===== config.mk =====
export PLATFORM = sky130hd
export DESIGN_NAME = event_capture_asymmetric_pulse_output
export DESIGN_NICKNAME = d
export VERILOG_FILES = /design/src/core/capture_edge_detect.v /design/src/core/event_capture_asymmetric_pulse_output.v
export VERILOG_INCLUDE_DIRS = /design/src /design/src/core
export SDC_FILE = /design/constraint.sdc
export NUM_CORES = 1
export LEC_CHECK = 0
export BUFFER_PORTS_ARGS = -buffer_cell sky130_fd_sc_hd__buf_2
export CAP_MARGIN = 40
export CELL_PAD_IN_SITES_DETAIL_PLACEMENT = 1
export CELL_PAD_IN_SITES_GLOBAL_PLACEMENT = 1
export CORE_MARGIN = 5
export CORE_UTILIZATION = 36
export CTS_BUF_LIST = sky130_fd_sc_hd__clkbuf_8
export DETAILED_ROUTE_END_ITERATION = 8
export GPL_TIMING_DRIVEN = 0
export PLACE_DENSITY = 0.73
export SYNTH_ARGS = -nofsm -noshare
export SYNTH_HDL_FRONTEND = slang
export SYNTH_SLANG_ARGS = --single-unit

===== constraint.sdc =====
create_clock -name ref_clk -period 8.2 [get_ports ref_clk]
set_input_delay 1.23 -clock ref_clk [delete_from_list [all_inputs] [get_ports ref_clk]]
set_output_delay 1.23 -clock ref_clk [all_outputs]
set_load 0.01 [all_outputs]

===== src/core/event_capture_asymmetric_pulse_output_regs.vh =====
// constants for the event capture and asymmetric pwm channel
`ifndef EVENT_CAPTURE_ASYMMETRIC_PULSE_OUTPUT_REGS_VH
`define EVENT_CAPTURE_ASYMMETRIC_PULSE_OUTPUT_REGS_VH

// data widths
`define TS_WIDTH            32
`define SLOT_INDEX_WIDTH    2

// slot indices in the shared timestamp array
`define SLOT_FIRST          2'h0
`define SLOT_SECOND         2'h1
`define SLOT_THIRD          2'h2
`define SLOT_FOURTH         2'h3

// sticky event flag positions
`define FLAG_WIDTH          7
`define FLAG_CAPTURE_FIRST  0
`define FLAG_CAPTURE_SECOND 1
`define FLAG_CAPTURE_THIRD  2
`define FLAG_CAPTURE_FOURTH 3
`define FLAG_COUNTER_WRAP   4
`define FLAG_PERIOD_MATCH   5
`define FLAG_COMPARE_MATCH  6

// reset values
`define TS_RESET            32'h00000000
`define FLAGS_RESET         7'h00

// alignment output pulse width in clock cycles
`define ALIGN_OUT_CYCLES    4'h8
`define ALIGN_CNT_WIDTH     4

// least input hold time the source must give, in clock cycles
`define CAPTURE_MIN_HOLD_CYCLES 2

`endif


===== src/core/capture_edge_detect.v =====
// two-flop synchroniser with rising edge detection for an external pin
`default_nettype none

module capture_edge_detect
(
  input  wire ref_clk,
  input  wire sys_rst,
  input  wire pin_in,
  output wire level,
  output wire rise_pulse
);

  reg sync_first;
  reg sync_second;
  reg level_prev;

  // first stage feeds only the second stage
  always @(posedge ref_clk)
  begin
    if (sys_rst)
    begin
      sync_first  <= 1'b0;
      sync_second <= 1'b0;
      level_prev  <= 1'b0;
    end
    else
    begin
      sync_first  <= pin_in;
      sync_second <= sync_first;
      level_prev  <= sync_second;
    end
  end

  // edge found between two settled samples
  assign level      = sync_second;
  assign rise_pulse = sync_second & ~level_prev;

endmodule // capture_edge_detect

`default_nettype wire


===== src/core/event_capture_asymmetric_pulse_output.v =====
// one capture channel with asymmetric pwm secondary function
//
// Overview of operation
// - capture_or_pwm_select high picks pwm generation, low picks input capture.
// - in pwm generation the counter only counts upward as the time base.
// - first slot is active period, second slot is active compare in pwm.
// - third slot shadows the period, fourth slot shadows the compare in pwm.
// - one array of four timestamp slots serves both capture and pwm.
// - counter loads from an alignment input and drives an alignment output.
// - capture, pwm and counter events set flags driving one interrupt line.
// - all logic runs on one clock; a control bit gates the counter, captures, matches and shadow writes.
`default_nettype none
`include "event_capture_asymmetric_pulse_output_regs.vh"

module event_capture_asymmetric_pulse_output
(
  input  wire                    ref_clk,
  input  wire                    sys_rst,
  input  wire                    module_clock_on,
  input  wire                    capture_or_pwm_select,
  input  wire                    capture_in,
  input  wire                    timebase_align_in,
  input  wire                    align_load_enable,
  input  wire [`TS_WIDTH-1:0]    align_phase,
  input  wire                    shadow_period_wr,
  input  wire                    shadow_compare_wr,
  input  wire [`TS_WIDTH-1:0]    shadow_data,
  input  wire [`FLAG_WIDTH-1:0]  flag_clear,
  output wire [`TS_WIDTH-1:0]    timestamp_slot_first,
  output wire [`TS_WIDTH-1:0]    timestamp_slot_second,
  output wire [`TS_WIDTH-1:0]    timestamp_slot_third,
  output wire [`TS_WIDTH-1:0]    timestamp_slot_fourth,
  output reg  [`TS_WIDTH-1:0]    counter_value,
  output reg                     asymmetric_pulse_output,
  output wire                    timebase_align_out,
  output reg  [`FLAG_WIDTH-1:0]  event_flags,
  output wire                    channel_event_irq
);

  // shared slot storage
  reg [`TS_WIDTH-1:0]        slot [0:3];
  reg [`SLOT_INDEX_WIDTH-1:0] capture_ptr;
  reg [`ALIGN_CNT_WIDTH-1:0]  align_out_count;

  wire                     capture_rise;
  wire                     align_rise;
  wire                     pwm_mode;
  wire                     run;
  wire                     period_hit;
  wire                     compare_hit;
  wire                     counter_wrap;
  wire                     capture_event;
  wire                     align_load;
  reg  [`FLAG_WIDTH-1:0]   flag_set;
  reg  [`TS_WIDTH-1:0]     next_counter;
  wire [`FLAG_WIDTH-1:0]   next_event_flags;

  // capture pin crosses into the clock domain before use
  capture_edge_detect capture_sync
  (
    .ref_clk    (ref_clk),
    .sys_rst    (sys_rst),
    .pin_in     (capture_in),
    .level      (),
    .rise_pulse (capture_rise)
  );

  // alignment input from neighbouring channels
  capture_edge_detect align_sync
  (
    .ref_clk    (ref_clk),
    .sys_rst    (sys_rst),
    .pin_in     (timebase_align_in),
    .level      (),
    .rise_pulse (align_rise)
  );

  // mode and clock gate decode
  assign pwm_mode      = capture_or_pwm_select;
  assign run           = module_clock_on;
  assign align_load    = run & align_load_enable & align_rise;
  assign period_hit    = run & pwm_mode & (counter_value == slot[`SLOT_FIRST]);
  assign compare_hit   = run & pwm_mode & (counter_value == slot[`SLOT_SECOND]);
  assign counter_wrap  = run & ~pwm_mode & (counter_value == {`TS_WIDTH{1'b1}});
  // a capture edge only counts while the channel clock is on and capture mode is selected
  assign capture_event = run & ~pwm_mode & capture_rise;

  // next counter value: always counts upward, restarts at period in pwm
  always @*
  begin
    next_counter = counter_value;
    if (align_load)
    begin
      next_counter = align_phase;
    end
    else if (period_hit)
    begin
      next_counter = `TS_RESET;
    end
    else if (run)
    begin
      next_counter = counter_value + 32'h00000001;
    end
  end

  // time base counter, holds while the channel clock is gated off
  always @(posedge ref_clk)
  begin
    if (sys_rst)
    begin
      counter_value <= `TS_RESET;
    end
    else
    begin
      counter_value <= next_counter;
    end
  end

  // shared slots: timestamps in capture, period/compare and shadows in pwm
  always @(posedge ref_clk)
  begin
    if (sys_rst)
    begin
      slot[`SLOT_FIRST]  <= `TS_RESET;
      slot[`SLOT_SECOND] <= `TS_RESET;
      slot[`SLOT_THIRD]  <= `TS_RESET;
      slot[`SLOT_FOURTH] <= `TS_RESET;
      capture_ptr        <= `SLOT_FIRST;
    end
    else if (!pwm_mode)
    begin
      if (capture_event)
      begin
        slot[capture_ptr] <= counter_value;
        capture_ptr       <= capture_ptr + 2'h1;             // wraps after fourth
      end
    end
    else
    begin
      capture_ptr <= `SLOT_FIRST;
      if (period_hit)
      begin
        slot[`SLOT_FIRST]  <= slot[`SLOT_THIRD];
        slot[`SLOT_SECOND] <= slot[`SLOT_FOURTH];
      end
      // shadow writes land after any copy in the same cycle took the old value
      if (run && shadow_period_wr)
      begin
        slot[`SLOT_THIRD] <= shadow_data;
      end
      if (run && shadow_compare_wr)
      begin
        slot[`SLOT_FOURTH] <= shadow_data;
      end
    end
  end

  // slot outputs are the shared array itself
  assign timestamp_slot_first  = slot[`SLOT_FIRST];
  assign timestamp_slot_second = slot[`SLOT_SECOND];
  assign timestamp_slot_third  = slot[`SLOT_THIRD];
  assign timestamp_slot_fourth = slot[`SLOT_FOURTH];

  // pwm output: high on restart, low on compare, low in capture mode
  always @(posedge ref_clk)
  begin
    if (sys_rst)
    begin
      asymmetric_pulse_output <= 1'b0;
    end
    else if (!pwm_mode)
    begin
      asymmetric_pulse_output <= 1'b0;
    end
    else if (period_hit)
    begin
      asymmetric_pulse_output <= 1'b1;
    end
    else if (compare_hit)
    begin
      asymmetric_pulse_output <= 1'b0;
    end
  end

  // alignment output stretched over a fixed number of cycles on each restart
  always @(posedge ref_clk)
  begin
    if (sys_rst)
    begin
      align_out_count <= {`ALIGN_CNT_WIDTH{1'b0}};
    end
    else if (period_hit || counter_wrap)
    begin
      align_out_count <= `ALIGN_OUT_CYCLES;
    end
    else if (align_out_count != {`ALIGN_CNT_WIDTH{1'b0}})
    begin
      align_out_count <= align_out_count - 4'h1;
    end
  end

  assign timebase_align_out = (align_out_count != {`ALIGN_CNT_WIDTH{1'b0}});

  // event sources for the sticky flags
  always @*
  begin
    flag_set = `FLAGS_RESET;
    flag_set[`FLAG_CAPTURE_FIRST]  = capture_event & (capture_ptr == `SLOT_FIRST);
    flag_set[`FLAG_CAPTURE_SECOND] = capture_event & (capture_ptr == `SLOT_SECOND);
    flag_set[`FLAG_CAPTURE_THIRD]  = capture_event & (capture_ptr == `SLOT_THIRD);
    flag_set[`FLAG_CAPTURE_FOURTH] = capture_event & (capture_ptr == `SLOT_FOURTH);
    flag_set[`FLAG_COUNTER_WRAP]   = counter_wrap;
    flag_set[`FLAG_PERIOD_MATCH]   = period_hit;
    flag_set[`FLAG_COMPARE_MATCH]  = compare_hit;
  end

  // next sticky flag per bit, a new event beats a clear in the same cycle
  genvar fi;
  generate
    for (fi = 0; fi < `FLAG_WIDTH; fi = fi + 1)
    begin : g_flag
      assign next_event_flags[fi] = flag_set[fi] | (event_flags[fi] & ~flag_clear[fi]);
    end
  endgenerate

  // one register for all flags, so the vector has a single driver
  always @(posedge ref_clk)
  begin
    if (sys_rst)
    begin
      event_flags <= `FLAGS_RESET;
    end
    else
    begin
      event_flags <= next_event_flags;
    end
  end

  // single interrupt line toward the interrupt expander
  assign channel_event_irq = |event_flags;

endmodule // event_capture_asymmetric_pulse_output

`default_nettype wire


==> results of run 1 <==
[registers in the layout, indices dropped and copies added (netlist names)]
name / count
align_sync.level_prev: 1
slot: 128
counter_value: 32
align_sync.sync_first: 1
event_flags: 7
asymmetric_pulse_output: 1
capture_ptr: 2
capture_sync.level_prev: 1
capture_sync.sync_first: 1
align_sync.level: 1
capture_sync.level: 1
align_out_count: 4
[power breakdown]
part / internal (W) / switching, W / total [W] / leakage (nW)
logic: 0.000104 / 0.000173 / 0.000277 / 2.62
clock network: 0.000274 / 0.000363 / 0.000637 / 0.198
registers: 0.00102 / 0.0000383 / 0.00106 / 1.71
[cell type report]
class | count | share of cell area
buffer | 82 | 0.0343
antenna | 4 | 0.000899
inverter | 7 | 0.00236
clock buffer | 17 | 0.0210
clock inverter | 15 | 0.0138
tap | 324 | 0.0364
sequential | 180 | 0.439
multi-input combinational | 512 | 0.332
timing repair buffer | 254 | 0.121
[placed cells by master, fill, tap and decap left out, types with 3 or more instances in the layout]
master	synthesis	routed
nor2b_1	8	8
inv_1	7	7
nand3b_1	4	4
and3_1	6	6
and2_1	7	7
a222oi_1	7	7
or3_1	3	3
buf_12	0	3
nor2_1	48	48
buf_6	8	8
o22ai_1	3	3
xnor2_1	47	47
dfxtp_1	52	52
xor2_1	31	31
clkbuf_1	63	63
buf_4	1	3
a21oi_1	17	17
edfxtp_1	128	128
ha_1	7	7
or2_2	3	3
nand2b_1	6	6
a22oi_1	16	16
a211oi_1	6	6
nand2_1	34	32
nor3_1	14	14
nor4_1	14	14
clkinv_2	0	3
buf_2	7	255
o21ai_0	10	10
a22o_1	128	128
clkbuf_8	0	17
diode_2	0	4
nand4b_1	3	3
nand4_1	20	20
mux2_2	10	10
a31oi_1	6	6
nand3_1	26	26
inv_6	0	4
[layer usage]
layer	global-route usage	vias up
li1	-	3530
met1	0.336	3997
met2	0.405	410
met3	0.0478	50
met4	0.0903	0
met5	0	-
[metrics by stage]
step	hold slack (ps)	power, W	setup WS, ps	instances
after floorplan	414	0.00121	5130	781
after global placement	421	0.00134	3980	1353
after detailed placement	427	0.00136	4520	1359
after CTS	452	0.00198	5040	1391
after global routing	466	0.00205	4870	1395
final	448	0.00198	4980	1395
[final timing paths]
check / end / slack, ps / cells past startpoint
hold reg to reg: align_sync.level / 450 / 1
hold / removal: align_sync.level / 450 / 1
setup reg to reg: slot[0][1] / 5120 / 7
setup / recovery: slot[3][26] / 4980 / 7
[cells by family after synthesis]
| group | synth area share |
|---|---|
| AND/OR/NAND/NOR | 0.129 |
| AO/OA/AOI/OAI | 0.182 |
| XOR/XNOR | 0.0760 |
| adder cells (fa/ha/maj) | 0.00975 |
| multiplexers | 0.0136 |
| flip-flops | 0.544 |
| buffers and inverters | 0.0454 |
==> impl_results.md, run 1 <==
* Status: complete, no violations
* Syn Nets at 868
* Number of global-route vias before repair at 8040
* Crit path max-delay family: simple AND/OR/NAND/NOR gates
* Ranking of synthesized cells by area: edfxtp_1 43%, a22o_1 12%, dfxtp_1 12%
* Final WL at 36300 microns
* Initial Utilization at 0.367
* Cell area after layout at 11100 sq um
* Final setup violation count at 0
* Longest Clk Path Bufs at 2
* CP startpoint: module_clock_on
* Root buffer cell: clkbuf_8
* Largest net degree at the start of global routing at 25
* Count of state elements after synthesis at 180
* Unrepaired setup endpoints after global routing: false
* Area of placed instances at 10700 sq um
* Peak Freq at 311 MHz
* Layout area overhead at 24.0%
* DRC violations left at 0
* CP Capture Type: flop
* CTS Buf Count at 17
* I/O Buffers at 248
* Nets@finish at 1141
* Dpl hpwl at 28200 microns
* WP data required at 8380 ps
* Reg2reg start: counter_value[30]
* H-tree depth at 4
* Chip Width at 168 microns
* Fraction of registers with async set/reset at 0
* Power density over the cells at 177 nW/um^2
* Arr. time, crit path at 3400 ps
* Buf+Inv Stages, Crit Path at 3
* Distinct cells, synth at 57
* Startpoint Class: primary input
* CP max FO at 22
* Core ar. at 24500 sq um
* DR pass1 iterations at 6
* Slowest CP cell: nor3_1
* Clock Latency Late Sink at 490 ps
* Synth top area share at 0.428
* Clock Sinks at 180
* Post-layout utilization of the core at 0.455
* Vias at 7987
* Routability congestion estimate at 0.915
* Leakage at 4.53 nW
* Full die area at 28200 sq um
* Synth Warn # at 0
* Worst vdd ir at 81.1 uV
* Mapped Area at 8980 sq um
* Sequential-to-total area share from yosys stat at 0.544
* Row count at 57
* Reg area at 4880 sq um
* Met3 wire len at 2850 microns
* CTS tree: built
* Syn_area_per_cell at 11.5 sq um
* Worst-path clk slew at 100 ps
* Top Layer Used: met4
* Met2 WL at 17100 microns
* Setup Buffers After CTS at 0
* DRT met1 WL at 15300 microns
* WS Path Type: in -> reg
* Worst min path class: reg -> reg
* Period Utilization, post-route at 0.392
* Top cells by count, synth: 128 x a22o_1, 128 x edfxtp_1, 63 x clkbuf_1
* Normalized max-slew margin at 0.482
* Boundary Pins at 250
* Crit path cell chain: buf_2 > nand3b_1 > nor3_1 > and2_1 > clkbuf_1 > or3b_2 > buf_12
* Worst Skew at 17.7 ps
* Max Cap Viol at 0
* Least-Margin Pin Slew at 777 ps
* CP peak stage delay at 480 ps
* Hold-fix buffers, CTS at 0
* Total GRT Usage at 0.250
* Initial antenna violation count at 4
* Detail Route Antenna Nets at 0
* Setup_tns at 0 ps
* Initial DRC count at 864
* Via-per-instance ratio at 5.73
* Wire per inst at 26.0 microns
* Layout cells sized above 1 at 0.306
* Min Tclk post-route at 3220 ps
* GR Overflow Total at 0
* Fin. Hold Viols at 0
* EDFF count, synth at 128
* Die Y at 168 microns
* Fill count at 2744
* Pins over their slew limit at 0
* Global-route wire length before repair at 52600 microns
* Worst Hold Launch: align_sync.sync_first
* Area leader, netlist: edfxtp_1
* CTS resizes at 0
* Mapped Cells at 781
* Area of the multi-input gates at 3700 sq um
* Top FF cell, synth: edfxtp_1
No activity file was read; power rests on OpenSTA's default activity.
==> run 2, diff against run 1 <==
--- a/config.mk
+++ b/config.mk
@@ -6,6 +6,7 @@
 export SDC_FILE = /design/constraint.sdc
 export NUM_CORES = 1
 export LEC_CHECK = 0
+export ABC_AREA = 1
 export BUFFER_PORTS_ARGS = -buffer_cell sky130_fd_sc_hd__buf_2
 export CAP_MARGIN = 40
 export CELL_PAD_IN_SITES_DETAIL_PLACEMENT = 1
@@ -15,7 +16,7 @@
 export CTS_BUF_LIST = sky130_fd_sc_hd__clkbuf_8
 export DETAILED_ROUTE_END_ITERATION = 8
 export GPL_TIMING_DRIVEN = 0
-export PLACE_DENSITY = 0.73
+export PLACE_DENSITY = 0.75
 export SYNTH_ARGS = -nofsm -noshare
 export SYNTH_HDL_FRONTEND = slang
 export SYNTH_SLANG_ARGS = --single-unit
==> constraint.sdc (replaced) <==
create_clock -name ref_clk -period 3.3 [get_ports ref_clk]
set_input_delay 0.495 -clock ref_clk [delete_from_list [all_inputs] [get_ports ref_clk]]
set_output_delay 0.495 -clock ref_clk [all_outputs]
set_load 0.01 [all_outputs]
==> impl_results.md, run 2 <==
* Ranking of synthesized cells by area: edfxtp_1 37%, dfxtp_1 10%, nand2_1 9.9% (was edfxtp_1 43%, a22o_1 12%, dfxtp_1 12%)
* Row count at 62 (was 57)
* Clock power frac at 0.310 (was 0.322)
* Global-route wire length before repair at 65400 microns (was 52600 microns)
* Synth Area in Simple Gates at 0.235 (was 0.129)
* I/O Buffers at 248 (unchanged)
* Most common cell after layout, fill and taps aside: buf_2 (unchanged)
* Chip Width at 179 microns (was 168 microns)
* Met2 WL at 21500 microns (was 17100 microns)
* Mapped Cells at 1249 (was 781)
* Initial Utilization at 0.362 (was 0.367)
* Largest register FFs at 128 (unchanged)
* CTS tree: built (unchanged)
* Most frequent cells in the layout: 277 x buf_2, 272 x nand2_1, 175 x inv_1 (was 255 x buf_2, 128 x a22o_1, 128 x edfxtp_1)
* Distinct cells, synth at 41 (was 57)
* Post-layout utilization of the core at 0.439 (was 0.455)
* Multiplexer area fraction after synthesis at 0 (was 0.0136)
* Switch share at 0.303 (was 0.291)
* Hold Slack at 179 ps (was 448 ps)
* Worst-path clk slew at 100 ps (about the same)
* Area of placed instances at 12200 sq um (was 10700 sq um)
* Root buffer cell: clkbuf_8 (unchanged)
* Area leader, netlist: edfxtp_1 (unchanged)
* Pins over their slew limit at 0 (unchanged)
* Final WL at 44100 microns (was 36300 microns)
* Syn_area_per_cell at 8.28 sq um (was 11.5 sq um)
* Setup_tns at 0 ps (unchanged)
* WS Path Type: reg -> reg (was in -> reg)
* Leakage at 5.67 nW (was 4.53 nW)
* H-tree depth at 4 (unchanged)
* Least-Margin Pin Slew at 815 ps (was 777 ps)
* Worst min path class: in -> reg (was reg -> reg)
* DRC violations left at 0 (unchanged)
* Top Layer Used: met4 (unchanged)
* Detail Route Antenna Nets at 0 (unchanged)
* Min Tclk post-route at 2920 ps
* Full die area at 32200 sq um (was 28200 sq um)
* CTS resizes at 0 (unchanged)
* Cell area after layout at 12500 sq um (was 11100 sq um)
* Main combinational cell family by area after synthesis: simple AND/OR/NAND/NOR gates (was compound AO/OA/AOI/OAI gates)
* EDFF count, synth at 128 (unchanged)
* Combinational share of power at 0.149 (was 0.140)
* Nets@finish at 1607 (was 1141)
* Mapped Area at 10300 sq um (was 8980 sq um)
* Number of global-route vias before repair at 10700 (was 8040)
* Arr. time, crit path at 3160 ps (was 3400 ps)
* CP Capture Type: flop (unchanged)
* Setup Buffers After CTS at 0 (unchanged)
* Internal Power at 0.00341 W (was 0.00140 W)
* Worst vdd ir at 263 uV (was 81.1 uV)
* Fin. Hold Viols at 0 (unchanged)
* Synth Area in Compound Gates at 0.123 (was 0.182)
* CP max FO at 17 (was 22)
* Status: complete, no violations (unchanged)
* Top FF cell, synth: edfxtp_1 (unchanged)
* Count of state elements after synthesis at 180 (unchanged)
* Initial antenna violation count at 1 (was 4)
* Total GRT Usage at 0.263 (was 0.250)
* GR Overflow Total at 0 (unchanged)
* CTS Buf Count at 17 (unchanged)
* Psw at 0.00148 W (was 0.000574 W)
* Clock Latency Late Sink at 500 ps (was 490 ps)
* Fraction of registers with async set/reset at 0 (unchanged)
* Via-per-instance ratio at 5.37 (was 5.73)
* Wire per inst at 23.0 microns (was 26.0 microns)
* DR pass1 iterations at 5 (was 6)
* Die Y at 179 microns (was 168 microns)
* Syn Nets at 1336 (was 868)
* Post-synthesis xor/xnor area fraction at 0.0448 (was 0.0760)
* Core ar. at 28500 sq um (was 24500 sq um)
* Synth top area share at 0.372 (was 0.428)
* Peak Freq at 343 MHz
* Adder-cell area share of the yosys netlist at 0.00847 (was 0.00975)
* Worst Skew at 25.9 ps (was 17.7 ps)
* Most flops, register: slot (unchanged)
* Period Utilization, post-route at 0.884
* Boundary Pins at 250 (unchanged)
* Vias at 10300 (was 7987)
* Hold-fix buffers, CTS at 0 (unchanged)
* Initial DRC count at 901 (was 864)
* Synth Warn # at 0 (unchanged)
* Startpoint Class: flop (was primary input)
* Most frequent cell after synthesis: nand2_1
* Clock Sinks at 180 (unchanged)
* Max Cap Viol at 0 (unchanged)
* Longest Clk Path Bufs at 2 (unchanged)
* Normalized max-slew margin at 0.457 (was 0.482)
* Sequential-to-total area share from yosys stat at 0.472 (was 0.544)
* Power density over the cells at 390 nW/um^2 (was 177 nW/um^2)
* Largest net degree at the start of global routing at 25 (unchanged)
* Met3 wire len at 3010 microns (was 2850 microns)
* Largest regs: slot x128, counter_value x32, event_flags x7 (unchanged)
* Final setup violation count at 0 (unchanged)
* Layout area overhead at 21.3% (was 24.0%)
* Seq pwr share at 0.541 (was 0.538)
* WP data required at 3540 ps (was 8380 ps)
* Top cells by count, synth: 272 x nand2_1, 172 x inv_1, 128 x edfxtp_1 (was 128 x a22o_1, 128 x edfxtp_1, 63 x clkbuf_1)
* Unrepaired setup endpoints after global routing: false (unchanged)
* Layout cells sized above 1 at 0.271 (was 0.306)
* Dpl hpwl at 34800 microns (was 28200 microns)
* DRT met1 WL at 18300 microns (was 15300 microns)
* Routability congestion estimate at 0.938 (was 0.915)
-- run 2: changes by cell type after synthesis, moves of 20 or more --
cell      change
nand4_1      +29
nand3_2      +23
o22ai_1      +68
buf_2        +22
nand3_1      +22
nand2_1     +238
clkbuf_1     -34
a21oi_1      +28
inv_1       +165
nor2_1       +39
o21ai_2      +20
o21ai_0      +56
a22o_1      -128
xnor2_1      -24
-- run 2: critical path, cell delays in order (launching register included) --
cell and delay, ps:
dfxtp_1 620, inv_2 200, nand2_1 100, nand2_1 100, nand2_1 70, nor2_1 40, nand3_1 50, nor2_1 50
nand3_2 120, buf_4 210, buf_4 230, nand3_2 480, buf_16 370
-- run 2: per-stage QoR --
stage                     setup slack (ps)  cells  total power, W
after floorplan                        587   1249         0.00307
after global placement               -1100   1881         0.00339
after detailed placement             -42.8   1885         0.00343
after CTS                              370   1917         0.00489
after global routing                   225   1918         0.00507
final                                  382   1918         0.00489
-- run 2: cell families (layout without fill, tap and decap cells) --
group / Yosys count / after routing
AO/OA/AOI/OAI: 216 / 216
other: 0 / 1
XOR/XNOR: 52 / 52
buffers and inverters: 275 / 559
flip-flops: 180 / 180
AND/OR/NAND/NOR: 519 / 519
adder cells (fa/ha/maj): 7 / 7
-- run 2: layout make-up --
type	instances	area, sq um
Inverter	192	723
Fill cell	3588	16000
Timing Repair Buffer	252	1340
Clock inverter	14	111
Multi-Input combinational cell	794	4270
Sequential cell	180	4880
Buffer	83	482
Tap cell	384	480
Clock buffer	18	248
Antenna cell	1	2.50
-- run 2: worst paths after layout --
check | start | end | slack (ps) | cells past startpoint
min reg2reg | capture_sync.sync_first | capture_sync.level | 420 | 2
min | flag_clear[0] | event_flags[0] | 180 | 2
max reg2reg | counter_value[31] | slot[1][22] | 380 | 12
max | counter_value[31] | slot[1][22] | 380 | 12
-- run 2: power by group through the flow --
stage / registers (W) / logic, W / clock network [W]
2_1_floorplan: 0.00271 / 0.000360 / 0
3_3_place_gp: 0.00270 / 0.000695 / 0
3_5_place_dp: 0.00270 / 0.000732 / 0
4_1_cts: 0.00265 / 0.000735 / 0.00150
5_1_grt: 0.00266 / 0.000804 / 0.00160
6_report: 0.00265 / 0.000730 / 0.00152
-- run 2: per-layer routing --
layer	track usage	up-vias
li1	-	4707
met1	0.338	5057
met2	0.452	461
met3	0.0501	81
met4	0.0768	0
met5	0	-
